### src/rtl/sysmgt_pkg.sv
package sysmgt_pkg;

  // link command codes (low six bits of bit-time 0)
  localparam logic [5:0] CMD_SIZED_WRITE = 6'h29;  // 101001
  localparam logic [5:0] CMD_BROADCAST   = 6'h3a;  // 111010

  localparam int PACKET_BYTES = 8;
  localparam int UNIT_W       = 5;
  localparam int SEQ_W        = 4;
  localparam int TYPE_W       = 12;
  localparam int ADDR_W       = 40;

  // field positions inside the 64-bit header (bit-time n = bits 8n+7:8n)
  localparam int POS_CMD        = 0;
  localparam int POS_SEQ_HI     = 6;
  localparam int POS_UNIT       = 8;
  localparam int POS_SEQ_LO     = 13;
  localparam int POS_PASS_PW    = 15;
  localparam int POS_CHAIN      = 19;
  localparam int POS_DATA_ERR   = 20;
  localparam int POS_COUNT_LO   = 22;
  localparam int POS_COUNT_HI   = 24;
  localparam int POS_TYPE_LO    = 32;
  localparam int POS_TYPE_HI    = 40;
  localparam int POS_ADDR_23_20 = 44;
  localparam int POS_ADDR_39_24 = 48;

  // upper bits of the system management address window
  localparam logic [ADDR_W-1:20] SYSMGT_ADDR_BASE = 20'hfdf90;
  localparam logic [3:0]         SIZED_COUNT      = 4'h0;
  localparam logic [31:0]        MASK_WORD        = 32'h0000_0000;

  typedef enum logic [3:0] {
    REQ_NONE,
    REQ_RESERVED,
    REQ_LEGACY,
    REQ_SHUTDOWN,
    REQ_HALT,
    REQ_VIRTUAL_WIRE,
    REQ_INT_PENDING,
    REQ_VENDOR_WIRE,
    REQ_POWER_MGMT
  } req_class_t;

  typedef struct packed {
    logic [SEQ_W-1:0]  ordering_sequence_tag;
    logic              pass_posted_write_flag;
    logic [UNIT_W-1:0] source_unit_tag;
    logic [TYPE_W-1:0] request_type_field;
  } request_t;

  typedef struct packed {
    logic       valid;
    logic [1:0] wireSel;
    logic       assertLevel;
  } wire_event_t;

endpackage : sysmgt_pkg

### src/rtl/sysmgt_request_packet_codec.sv
`timescale 1ns/10ps
// Overview of operation
// upstream requests go out as posted sized writes, command 101001
// upstream count is zero; one mask doubleword follows
// all byte-mask bits in that doubleword are zero
// chain and data-error flags are zero upstream
// upstream header fields sit at their fixed bit-time positions
// type and address fields at bit-times 4-7; broadcast bit-times 2-3 reserved
// downstream requests are broadcasts, command 111010, recognised by address window
// all twelve type bits are decoded in both directions
// types 0x04x shutdown and 0x05x halt, low nibble implementation-defined
// type 0x0bx is a virtual wire: bits 3:2 wire, bit 1 assert
// 0x0e0 is interrupt pending; 0x0e2 to 0x0ff vendor wire messages
// power-management types 0x10x-0x17x only sent when software enables them
// reserved types 0x300 upward only sent when enabled; 0x00x reserved
// legacy processor encodings recognised and passed on as one class
// halt and shutdown originate at the host and broadcast downstream
// host sends halt on halt instruction, shutdown on catastrophic error
// packets forward upstream and downstream regardless of local features
// one class output per type, most specific range winning
module sysmgt_request_packet_codec #(
  parameter logic [sysmgt_pkg::ADDR_W-1:20] ADDR_BASE = sysmgt_pkg::SYSMGT_ADDR_BASE,
  parameter logic                           IS_HOST   = 1'b0
) (
  input  wire logic                     clk,
  input  wire logic                     reset_n,
  // local request to transmit
  input  wire logic                     txValid,
  output logic                          txReady,
  input  wire sysmgt_pkg::request_t     txRequest,
  input  wire logic                     txDownstream,
  input  wire logic                     haltEvent,
  input  wire logic                     shutdownEvent,
  input  wire logic [3:0]               specialDetail,
  input  wire logic                     powerMgmtEnable,
  input  wire logic                     reservedTypeEnable,
  output logic                          txRefused,
  // link transmit side, 8 bit-times per header
  output logic                          linkTxValid,
  input  wire logic                     linkTxReady,
  output logic [7:0]                    linkTxByte,
  output logic                          linkTxLast,
  // link receive side
  input  wire logic                     linkRxValid,
  input  wire logic [7:0]               linkRxByte,
  // decoded receive results
  output logic                          rxValid,
  output sysmgt_pkg::request_t          rxRequest,
  output logic                          rxUpstream,
  output sysmgt_pkg::req_class_t        rxClass,
  output sysmgt_pkg::wire_event_t       rxWire,
  output logic                          rxForward
);

  ////////////////////////////////////////////////////////////////////////////
  // request classification

  function automatic sysmgt_pkg::req_class_t classify(input logic [11:0] t);
    sysmgt_pkg::req_class_t c;
    c = sysmgt_pkg::REQ_RESERVED;
    // most specific ranges tested first, so nested ranges resolve correctly
    if (t[11:4] == 8'h00) begin
      c = sysmgt_pkg::REQ_RESERVED;
    end else if (t[11:4] == 8'h04) begin
      c = sysmgt_pkg::REQ_SHUTDOWN;
    end else if (t[11:4] == 8'h05) begin
      c = sysmgt_pkg::REQ_HALT;
    end else if (t[11:4] == 8'h0b) begin
      c = sysmgt_pkg::REQ_VIRTUAL_WIRE;
    end else if (t == 12'h0e0) begin
      c = sysmgt_pkg::REQ_INT_PENDING;
    end else if (t == 12'h0e1) begin
      c = sysmgt_pkg::REQ_LEGACY;
    end else if (t[11:4] >= 8'h0e && t[11:4] <= 8'h0f) begin
      c = sysmgt_pkg::REQ_VENDOR_WIRE;
    end else if (t[11:6] == 6'h00 || t[11:5] == 7'h03 || t[11:5] == 7'h04 ||
                 t[11:4] == 8'h0a || t[11:5] == 7'h06 || t[11:7] == 5'h03 ||
                 t[11:8] == 4'h2) begin
      c = sysmgt_pkg::REQ_LEGACY;
    end else if (t[11:7] == 5'h02) begin
      c = sysmgt_pkg::REQ_POWER_MGMT;
    end
    return c;
  endfunction : classify

  ////////////////////////////////////////////////////////////////////////////
  // transmit: select source, gate by enables, build header

  sysmgt_pkg::request_t txSel;
  logic                 selDown;
  logic                 selValid;
  logic                 gateOk;
  sysmgt_pkg::req_class_t selClass;

  always_comb begin
    txSel            = txRequest;
    selDown          = txDownstream;
    selValid         = txValid;
    // special cycles are built only by a host and always go down
    if (IS_HOST && (haltEvent || shutdownEvent)) begin
      txSel.request_type_field = {4'h0, (haltEvent ? 4'h5 : 4'h4), specialDetail};
      selDown  = 1'b1;
      selValid = 1'b1;
    end
  end

  assign selClass = classify(txSel.request_type_field);
  assign gateOk   = !(selClass == sysmgt_pkg::REQ_POWER_MGMT && !powerMgmtEnable) &&
                    !(txSel.request_type_field >= 12'h300 && !reservedTypeEnable);

  logic [63:0] header;
  logic [63:0] next_header;

  always_comb begin
    next_header = 64'h0;
    next_header[sysmgt_pkg::POS_CMD +: 6] =
      selDown ? sysmgt_pkg::CMD_BROADCAST : sysmgt_pkg::CMD_SIZED_WRITE;
    next_header[sysmgt_pkg::POS_SEQ_HI +: 2] = txSel.ordering_sequence_tag[3:2];
    next_header[sysmgt_pkg::POS_UNIT +: 5]   = txSel.source_unit_tag;
    next_header[sysmgt_pkg::POS_SEQ_LO +: 2] = txSel.ordering_sequence_tag[1:0];
    next_header[sysmgt_pkg::POS_PASS_PW]     = txSel.pass_posted_write_flag;
    if (!selDown) begin
      next_header[sysmgt_pkg::POS_COUNT_LO +: 2] = sysmgt_pkg::SIZED_COUNT[1:0];
      next_header[sysmgt_pkg::POS_COUNT_HI +: 2] = sysmgt_pkg::SIZED_COUNT[3:2];
      next_header[sysmgt_pkg::POS_CHAIN]         = 1'b0;
      next_header[sysmgt_pkg::POS_DATA_ERR]      = 1'b0;
    end
    next_header[sysmgt_pkg::POS_TYPE_LO +: 8]    = txSel.request_type_field[7:0];
    next_header[sysmgt_pkg::POS_TYPE_HI +: 4]    = txSel.request_type_field[11:8];
    next_header[sysmgt_pkg::POS_ADDR_23_20 +: 4] = ADDR_BASE[23:20];
    next_header[sysmgt_pkg::POS_ADDR_39_24 +: 16] = ADDR_BASE[39:24];
  end

  typedef enum {TX_IDLE, TX_HEAD, TX_MASK} tx_state_t;
  tx_state_t   txState;
  logic [3:0]  txCount;

  // refusal is a single-cycle answer; nothing is sent for a refused request
  assign txReady = (txState == TX_IDLE);

  always_ff @(posedge clk) begin
    if (!reset_n) begin
      txState   <= TX_IDLE;
      txCount   <= 4'h0;
      header    <= 64'h0;
      txRefused <= 1'b0;
    end else begin
      txRefused <= 1'b0;
      unique case (txState)
        TX_IDLE: begin
          if (selValid && gateOk) begin
            header  <= next_header;
            txCount <= 4'h0;
            txState <= TX_HEAD;
          end else if (selValid) begin
            txRefused <= 1'b1;
          end
        end
        TX_HEAD: begin
          if (linkTxReady) begin
            if (txCount == 4'h7) begin
              txCount <= 4'h0;
              // a broadcast has no data; the sized write carries one mask word
              txState <= (header[5:0] == sysmgt_pkg::CMD_BROADCAST) ? TX_IDLE : TX_MASK;
            end else begin
              txCount <= txCount + 4'h1;
            end
          end
        end
        TX_MASK: begin
          if (linkTxReady) begin
            if (txCount == 4'h3) begin
              txState <= TX_IDLE;
            end else begin
              txCount <= txCount + 4'h1;
            end
          end
        end
      endcase
    end
  end

  always_comb begin
    linkTxValid = (txState != TX_IDLE);
    linkTxByte  = 8'h00;
    linkTxLast  = 1'b0;
    if (txState == TX_HEAD) begin
      linkTxByte = header[{txCount[2:0], 3'b000} +: 8];
      linkTxLast = (txCount == 4'h7) && (header[5:0] == sysmgt_pkg::CMD_BROADCAST);
    end else if (txState == TX_MASK) begin
      linkTxByte = sysmgt_pkg::MASK_WORD[{txCount[1:0], 3'b000} +: 8];
      linkTxLast = (txCount == 4'h3);
    end
  end

  ////////////////////////////////////////////////////////////////////////////
  // receive: collect eight bit-times, decode, drop trailing mask word

  logic [63:0] rxShift;
  logic [3:0]  rxCount;
  logic [2:0]  rxSkip;

  always_ff @(posedge clk) begin
    if (!reset_n) begin
      rxShift <= 64'h0;
      rxCount <= 4'h0;
      rxSkip  <= 3'h0;
    end else if (linkRxValid) begin
      if (rxSkip != 3'h0) begin
        rxSkip <= rxSkip - 3'h1;
      end else begin
        rxShift <= {linkRxByte, rxShift[63:8]};
        if (rxCount == 4'h7) begin
          rxCount <= 4'h0;
          rxSkip  <= (rxShift[13:8] == sysmgt_pkg::CMD_SIZED_WRITE) ? 3'h4 : 3'h0;
        end else begin
          rxCount <= rxCount + 4'h1;
        end
      end
    end
  end

  logic [63:0] rxHead;
  logic        rxDone;
  logic        rxMatch;
  logic [11:0] rxType;

  assign rxHead  = {linkRxByte, rxShift[63:8]};
  assign rxDone  = linkRxValid && rxSkip == 3'h0 && rxCount == 4'h7;
  assign rxType  = {rxHead[sysmgt_pkg::POS_TYPE_HI +: 4], rxHead[sysmgt_pkg::POS_TYPE_LO +: 8]};
  // identified by command code and the system management address window
  assign rxMatch = (rxHead[5:0] == sysmgt_pkg::CMD_BROADCAST ||
                    rxHead[5:0] == sysmgt_pkg::CMD_SIZED_WRITE) &&
                   rxHead[sysmgt_pkg::POS_ADDR_23_20 +: 4] == ADDR_BASE[23:20] &&
                   rxHead[sysmgt_pkg::POS_ADDR_39_24 +: 16] == ADDR_BASE[39:24];

  always_ff @(posedge clk) begin
    if (!reset_n) begin
      rxValid    <= 1'b0;
      rxRequest  <= '0;
      rxUpstream <= 1'b0;
      rxClass    <= sysmgt_pkg::REQ_NONE;
      rxWire     <= '0;
      rxForward  <= 1'b0;
    end else begin
      rxValid   <= rxDone && rxMatch;
      rxForward <= rxDone && rxMatch;
      rxWire.valid <= 1'b0;
      if (rxDone && rxMatch) begin
        rxRequest.ordering_sequence_tag  <= {rxHead[sysmgt_pkg::POS_SEQ_HI +: 2],
                                             rxHead[sysmgt_pkg::POS_SEQ_LO +: 2]};
        rxRequest.pass_posted_write_flag <= rxHead[sysmgt_pkg::POS_PASS_PW];
        rxRequest.source_unit_tag        <= rxHead[sysmgt_pkg::POS_UNIT +: 5];
        rxRequest.request_type_field     <= rxType;
        rxUpstream <= (rxHead[5:0] == sysmgt_pkg::CMD_SIZED_WRITE);
        rxClass    <= classify(rxType);
        rxWire.valid       <= (classify(rxType) == sysmgt_pkg::REQ_VIRTUAL_WIRE);
        rxWire.wireSel     <= rxType[3:2];
        rxWire.assertLevel <= rxType[1];
      end
    end
  end

  ////////////////////////////////////////////////////////////////////////////
  // checks

  a_upstream_mask_zero : assert property (@(posedge clk) disable iff (!reset_n)
    (txState == TX_MASK) |-> (linkTxByte == 8'h00))
    else $error("mask byte not zero");

  a_upstream_cmd_code : assert property (@(posedge clk) disable iff (!reset_n)
    (txState == TX_HEAD && txCount == 4'h0 && $past(txState) == TX_IDLE && !header[1])
    |-> linkTxByte[5:0] == sysmgt_pkg::CMD_SIZED_WRITE)
    else $error("upstream command code wrong");

  a_upstream_flags_clear : assert property (@(posedge clk) disable iff (!reset_n)
    (txState == TX_HEAD && txCount == 4'h2 && header[5:0] == sysmgt_pkg::CMD_SIZED_WRITE)
    |-> linkTxByte[7:6] == 2'b00 && linkTxByte[4:3] == 2'b00)
    else $error("count, chain or data-error set");

  a_mask_follows_head : assert property (@(posedge clk) disable iff (!reset_n)
    (txState == TX_HEAD && txCount == 4'h7 && linkTxReady &&
     header[5:0] == sysmgt_pkg::CMD_SIZED_WRITE) |=> txState == TX_MASK)
    else $error("mask word missing");

  a_pm_gated : assert property (@(posedge clk) disable iff (!reset_n)
    (txState == TX_IDLE && selValid && selClass == sysmgt_pkg::REQ_POWER_MGMT &&
     !powerMgmtEnable) |=> txRefused && txState == TX_IDLE)
    else $error("power request sent while disabled");

  a_reserved_gated : assert property (@(posedge clk) disable iff (!reset_n)
    (txState == TX_IDLE && selValid && txSel.request_type_field >= 12'h300 &&
     !reservedTypeEnable) |=> txRefused)
    else $error("reserved request sent while disabled");

  a_type_byte_pos : assert property (@(posedge clk) disable iff (!reset_n)
    (txState == TX_HEAD && txCount == 4'h4) |-> linkTxByte == header[39:32])
    else $error("type byte misplaced");

  a_halt_class : assert property (@(posedge clk) disable iff (!reset_n)
    (rxDone && rxMatch && rxType[11:4] == 8'h05) |=> rxClass == sysmgt_pkg::REQ_HALT && rxValid)
    else $error("halt not classified");

  a_reserved_nested : assert property (@(posedge clk) disable iff (!reset_n)
    (rxDone && rxMatch && rxType[11:4] == 8'h00) |=> rxClass == sysmgt_pkg::REQ_RESERVED)
    else $error("nested reserved range lost");

  a_wire_decode : assert property (@(posedge clk) disable iff (!reset_n)
    (rxDone && rxMatch && rxType[11:4] == 8'h0b) |=>
    rxWire.valid && rxWire.wireSel == $past(rxType[3:2]) && rxWire.assertLevel == $past(rxType[1]))
    else $error("virtual wire misdecoded");

  a_special_broadcast : assert property (@(posedge clk) disable iff (!reset_n)
    (IS_HOST && txState == TX_IDLE && (haltEvent || shutdownEvent)) |=>
    txState == TX_HEAD && header[5:0] == sysmgt_pkg::CMD_BROADCAST)
    else $error("special cycle not broadcast");

  a_halt_type_sent : assert property (@(posedge clk) disable iff (!reset_n)
    (IS_HOST && txState == TX_IDLE && haltEvent) |=> header[43:36] == 8'h05)
    else $error("halt cycle type wrong");

  a_shutdown_type_sent : assert property (@(posedge clk) disable iff (!reset_n)
    (IS_HOST && txState == TX_IDLE && shutdownEvent && !haltEvent) |=> header[43:36] == 8'h04)
    else $error("shutdown cycle type wrong");

  a_forward_matched : assert property (@(posedge clk) disable iff (!reset_n)
    (rxDone && rxMatch) |=> rxForward && rxValid)
    else $error("matched packet not forwarded");

  a_vendor_class : assert property (@(posedge clk) disable iff (!reset_n)
    (rxDone && rxMatch && rxType >= 12'h0e2 && rxType <= 12'h0ff) |=>
    rxClass == sysmgt_pkg::REQ_VENDOR_WIRE)
    else $error("vendor wire message misclassified");

  a_foreign_ignored : assert property (@(posedge clk) disable iff (!reset_n)
    (rxDone && !rxMatch) |=> !rxValid && !rxForward)
    else $error("foreign packet decoded");

  c_upstream_sent  : cover property (@(posedge clk) txState == TX_MASK && linkTxLast);
  c_broadcast_sent : cover property (@(posedge clk) txState == TX_HEAD && linkTxLast);
  c_request_refused : cover property (@(posedge clk) txRefused);
  c_wire_received  : cover property (@(posedge clk) rxWire.valid);

endmodule : sysmgt_request_packet_codec

### config.mk
export PLATFORM = sky130hd
export DESIGN_NAME = sysmgt_request_packet_codec
export DESIGN_NICKNAME = d
export VERILOG_FILES = /design/src/rtl/sysmgt_pkg.sv /design/src/rtl/sysmgt_request_packet_codec.sv
export SDC_FILE = /design/constraint.sdc
export NUM_CORES = 1
export LEC_CHECK = 0
export ABC_CLOCK_PERIOD_IN_PS = 5800
export BUFFER_PORTS_ARGS = -buffer_cell sky130_fd_sc_hd__buf_2
export CORE_AREA = 2 2 97 99
export DETAILED_ROUTE_END_ITERATION = 10
export DIE_AREA = 0 0 99 101
export GPL_ROUTABILITY_DRIVEN = 0
export HOLD_SLACK_MARGIN = 0.08
export PLACE_DENSITY = 0.84
export SYNTH_ARGS = -nofsm -noshare
export SYNTH_HDL_FRONTEND = slang
export SYNTH_SLANG_ARGS = --single-unit
### constraint.sdc
create_clock -name clk -period 5.8 [get_ports clk]
set_clock_uncertainty 0.15 [all_clocks]
set_input_delay 0.29 -clock clk [delete_from_list [all_inputs] [get_ports clk]]
set_output_delay 0.29 -clock clk [all_outputs]
set_load 0.03 [all_outputs]
==> results summary <==
The total global-route track usage is 26.71%. The number of register bits inferred by synthesis came out at about 120. The highest clock rate came out at ~0.34 GHz. In this run, post-CTS hold repair placed 35 buffers. The worst register-to-register path begins at rxCount[0]$_SDFFE_PN0P_. The slew at the pin with the worst max-slew slack came out at 1.050 ns. After the first detailed-routing iteration, the DRC count stood at 369. Post-CTS repair changed the size of 0 cells.

The number of sinks driven by the clock tree is 124. The number of max-slew violations in the final report came out at 0. The required time at the endpoint of the critical path came out at 6.09 ns. The final global-route overflow total came out at 0. In the synthesized netlist the dominant register cell turns out to be sky130_fd_sc_hd__dfxtp_1.

In the synthesized netlist the async set-or-reset flop fraction comes to 0%. The number of global-route vias before repair is 4525. The part of the cycle the worst path needs came out at 50.50%. The number of input and output port buffers inserted is 82. The row count is 35. The endpoint identified for the worst register-to-register timing path is rxWire[3]$_SDFF_PN0_. The number of stages on the worst hold path came out at 6. TritonCTS built the clock tree. In this run, distinct cell masters in the synthesized netlist total 46.

After detailed routing, the number of remaining DRC violations is 0. The reg-to-reg setup timing slack is 2.87 ns. The critical path goes through ha_1 -> nand3b_1 -> nor4_1 -> and4_1 -> and3b_1 -> nor4b_2.

The post-synthesis sequential area ratio came out at just under 50%. The met3 layer usage reported by global route is 6.588%. The initial core utilization is 56.47%. The number of endpoints failing setup at the final stage is 0. The buffer levels on the longest clock path is 2. The internal power component is about 1700 uW. The routing usage on met1 is between 20% and 30%. The largest net degree at the start of global routing came out at 60.

In this run, CTS created clock tree buffers numbering 17. The tree is rooted in a sky130_fd_sc_hd__clkbuf_8. The slowest stage of the critical path is the sky130_fd_sc_hd__and4_1 cell. The average vias per placed instance is ~5.8. For the final routed database, the setup TNS stands at 0 ns. The worst hold path terminates at txCount[2]$_SDFFE_PN0P_. In the final routed layout, each cell accounts on average for 16.35 um.

The net count of the mapped netlist is around 640. The number of instances in the synthesized netlist came out at 591. Post-CTS timing repair inserted 0 buffers for setup. The total power came out at around 2400 uW.

The data arrival time of the critical path came out at between 3 and 4 ns. The switching power share of the total is 25.90%. The post-layout net count is 734. The top cell types in the final layout, fill and taps aside, are sky130_fd_sc_hd__nand2_1 (135), sky130_fd_sc_hd__dfxtp_1 (124), sky130_fd_sc_hd__buf_2 (82). The leakage power total is 0.002703 uW. In this run the standard cell core region covers between 8000 and 9000 um2. The sort of element at the end of the critical path is a flop. The CTS H-tree depth came out at 4.

The smallest clock period supported by the final layout is computed as a little under 3 ns. The mapped cell area is a little over 5000 um2. The post-detailed-route count of antenna-violating nets is 0. The cell depth of the worst flop-to-flop path is 6. The nature of the critical path startpoint is a flop. The part of the power in registers is 39.0%. The layer flagged by global routing as most heavily used is met2. Across all layers, the routed design uses 4699 vias. The die is 101 um tall. Leaving out fill and tap cells, the most frequent cell in the layout is sky130_fd_sc_hd__nand2_1. The analysis attributes to net switching a power of 611.1 uW.

The launch instance of the worst min-delay path is linkTxReady. The layout cell share with drive strength beyond 1 came out at 18.51%. The run finished with clean final reports. For this run, global-route usage on met2 was measured as 47.82%. The clock group share of total power is 48.6%.

The average instance area after synthesis came out at about 8.6 um2. The max-slew headroom at the worst pin came out at 30.03%. The wire-length estimate of the detail-placed layout is 7.418 mm.

IR analysis of the VDD net gives a maximum drop of ~0.00018 V. The count of pins on the block boundary came out at 89. The number of hold-slack violations in the final timing report came out at 0. Setup repair after global routing left no endpoint under its margin. The final layout contains routed wiring with a total length of 13.21 mm. The area of the die came out at approximately 10000 um2. The repair_antennas step left the layout with diodes totalling 0. The detailed-router iteration count before antenna repair is 6. Relative to the synthesized area, the layout overhead comes to 27.10%. The horizontal die dimension came out at 99 um. The power per cell area is 366.2 nW/um2. On the final layout, the worst hold slack is 0.1649 ns.

The logic gate share of total power is 12.4%. Counting flops with a built-in enable in the synthesized netlist gives 0. In this run the worst path has a maximum fanout of 28.

The maximum cell stage delay along the critical path is 0.92 ns. The later pin in the worst-skew pair is clocked with a latency of 0.53 ns. The clock-pin slew reported for the worst setup and hold paths after clock tree synthesis came out at 0.06 ns. The initial antenna violation count came to 0. The area of placed instances is around 5500 um2. The number of max-capacitance violations reported came out at 0. The post-route cell area is 6444 um2. The critical path in this run is classified as flop to flop. The classification of the worst-slack hold path is primary input to flop. The first global-routing pass estimated 21.21 mm of wire. The number of synthesis warnings is 0.
-- how the worst max path moves through the flow --
stage | startpoint | end | slack (ns) | depth (start not counted)
floorplan | txCount[2]$_SDFFE_PN0P_ | linkTxLast | 3.38 | 4
global placement | rxSkip[0]$_SDFFE_PN0P_ | rxWire[3]$_SDFF_PN0_ | 3.01 | 7
detailed placement | rxSkip[0]$_SDFFE_PN0P_ | rxWire[3]$_SDFF_PN0_ | 2.91 | 7
CTS | rxCount[0]$_SDFFE_PN0P_ | rxWire[3]$_SDFF_PN0_ | 2.86 | 6
global route | rxCount[0]$_SDFFE_PN0P_ | rxWire[3]$_SDFF_PN0_ | 2.69 | 6
finish | rxCount[0]$_SDFFE_PN0P_ | rxWire[3]$_SDFF_PN0_ | 2.87 | 6
-- routing by layer --
metal,up-vias,part of all wire [%]
met5,-,0
met1,2213,39
met2,216,51
met3,46,6.4
met4,0,3.1
li1,2224,-
-- Yosys cell counts (3+ instances only) --
library cell                 n  area share [%]
sky130_fd_sc_hd__o21ai_0     8            0.79
sky130_fd_sc_hd__mux4_2      3             1.3
sky130_fd_sc_hd__ha_1        6             1.5
sky130_fd_sc_hd__a211oi_1    5            0.74
sky130_fd_sc_hd__o22ai_1     3            0.37
sky130_fd_sc_hd__nor3_1      4            0.39
sky130_fd_sc_hd__nor2_1     48             3.6
sky130_fd_sc_hd__nand2_1   135              10
sky130_fd_sc_hd__buf_2       6            0.59
sky130_fd_sc_hd__nor4_1      5            0.62
sky130_fd_sc_hd__nand4_1     3            0.37
sky130_fd_sc_hd__a31oi_1     4            0.49
sky130_fd_sc_hd__a21oi_1    72             7.1
sky130_fd_sc_hd__nor3b_1     5            0.74
sky130_fd_sc_hd__clkbuf_1   35             2.6
sky130_fd_sc_hd__buf_4       6            0.89
sky130_fd_sc_hd__nand3b_1    5            0.74
sky130_fd_sc_hd__nand3_1     8            0.79
sky130_fd_sc_hd__mux2i_1    31             6.1
sky130_fd_sc_hd__dfxtp_1   124              49
sky130_fd_sc_hd__a22o_1     25             4.3
sky130_fd_sc_hd__o211ai_1    3            0.44
sky130_fd_sc_hd__inv_1      10            0.74
sky130_fd_sc_hd__nand2b_1    4            0.49
sky130_fd_sc_hd__nand4b_1    5            0.86
sky130_fd_sc_hd__o31ai_1     3            0.44
-- power by group through the flow --
stage,logic [uW],clock network [uW],registers [uW]
2_1_floorplan,207,0,922
3_3_place_gp,249,0,931
3_5_place_dp,262,0,934
4_1_cts,285,1150,917
5_1_grt,315,1190,923
6_report,292,1150,920
-- final cells by class --
class,instances,area [um2]
fillers,618,2534
flip-flops and latches,124,2482
inverters,11,41.29
clock buffers,18,427.9
well taps,111,138.9
multi-input cells,409,2347
clock inverters,14,215.2
repair buffers,121,790.8
-- critical path, delay by kind of cell, from the launching register on --
kind / cells / cell delay [ns]
and+or+nand+nor: 5 / 2.05
DFF: 1 / 0.40
adders and majority gates: 1 / 0.23
-- cell families (layout without fill, tap and decap cells) --
kind of cell / Yosys count / count (layout) / share of synthesized area [%]
muxes: 34 / 34 / 7.453
buffers and inverters: 58 / 164 / 4.887
DFF: 124 / 124 / 48.96
xor gates and xnor gates: 1 / 1 / 0.1728
AOI/OAI and AO/OA: 128 / 128 / 15.52
adders and majority gates: 6 / 6 / 1.481
and+or+nand+nor: 240 / 240 / 21.52
-- registers in the layout (all words and copies together) (netlist names) --
signal      cells
txRefused       1
rxClass         4
rxUpstream      1
rxForward       1
rxSkip          3
rxRequest      22
rxShift        56
rxWire          1
header         25
rxCount         4
txState         2
txCount         4
-- per-stage QoR --
stage | util (%) | std cells | setup slack [ns]
CTS | 71.78 | 808 | 2.861
floorplan | - | 591 | 3.379
global placement | 60.71 | 741 | 3.006
finish | 71.78 | 808 | 2.871
global route | 71.78 | 808 | 2.692
detailed placement | 60.71 | 741 | 2.915
No activity file was read; power rests on OpenSTA's default activity.
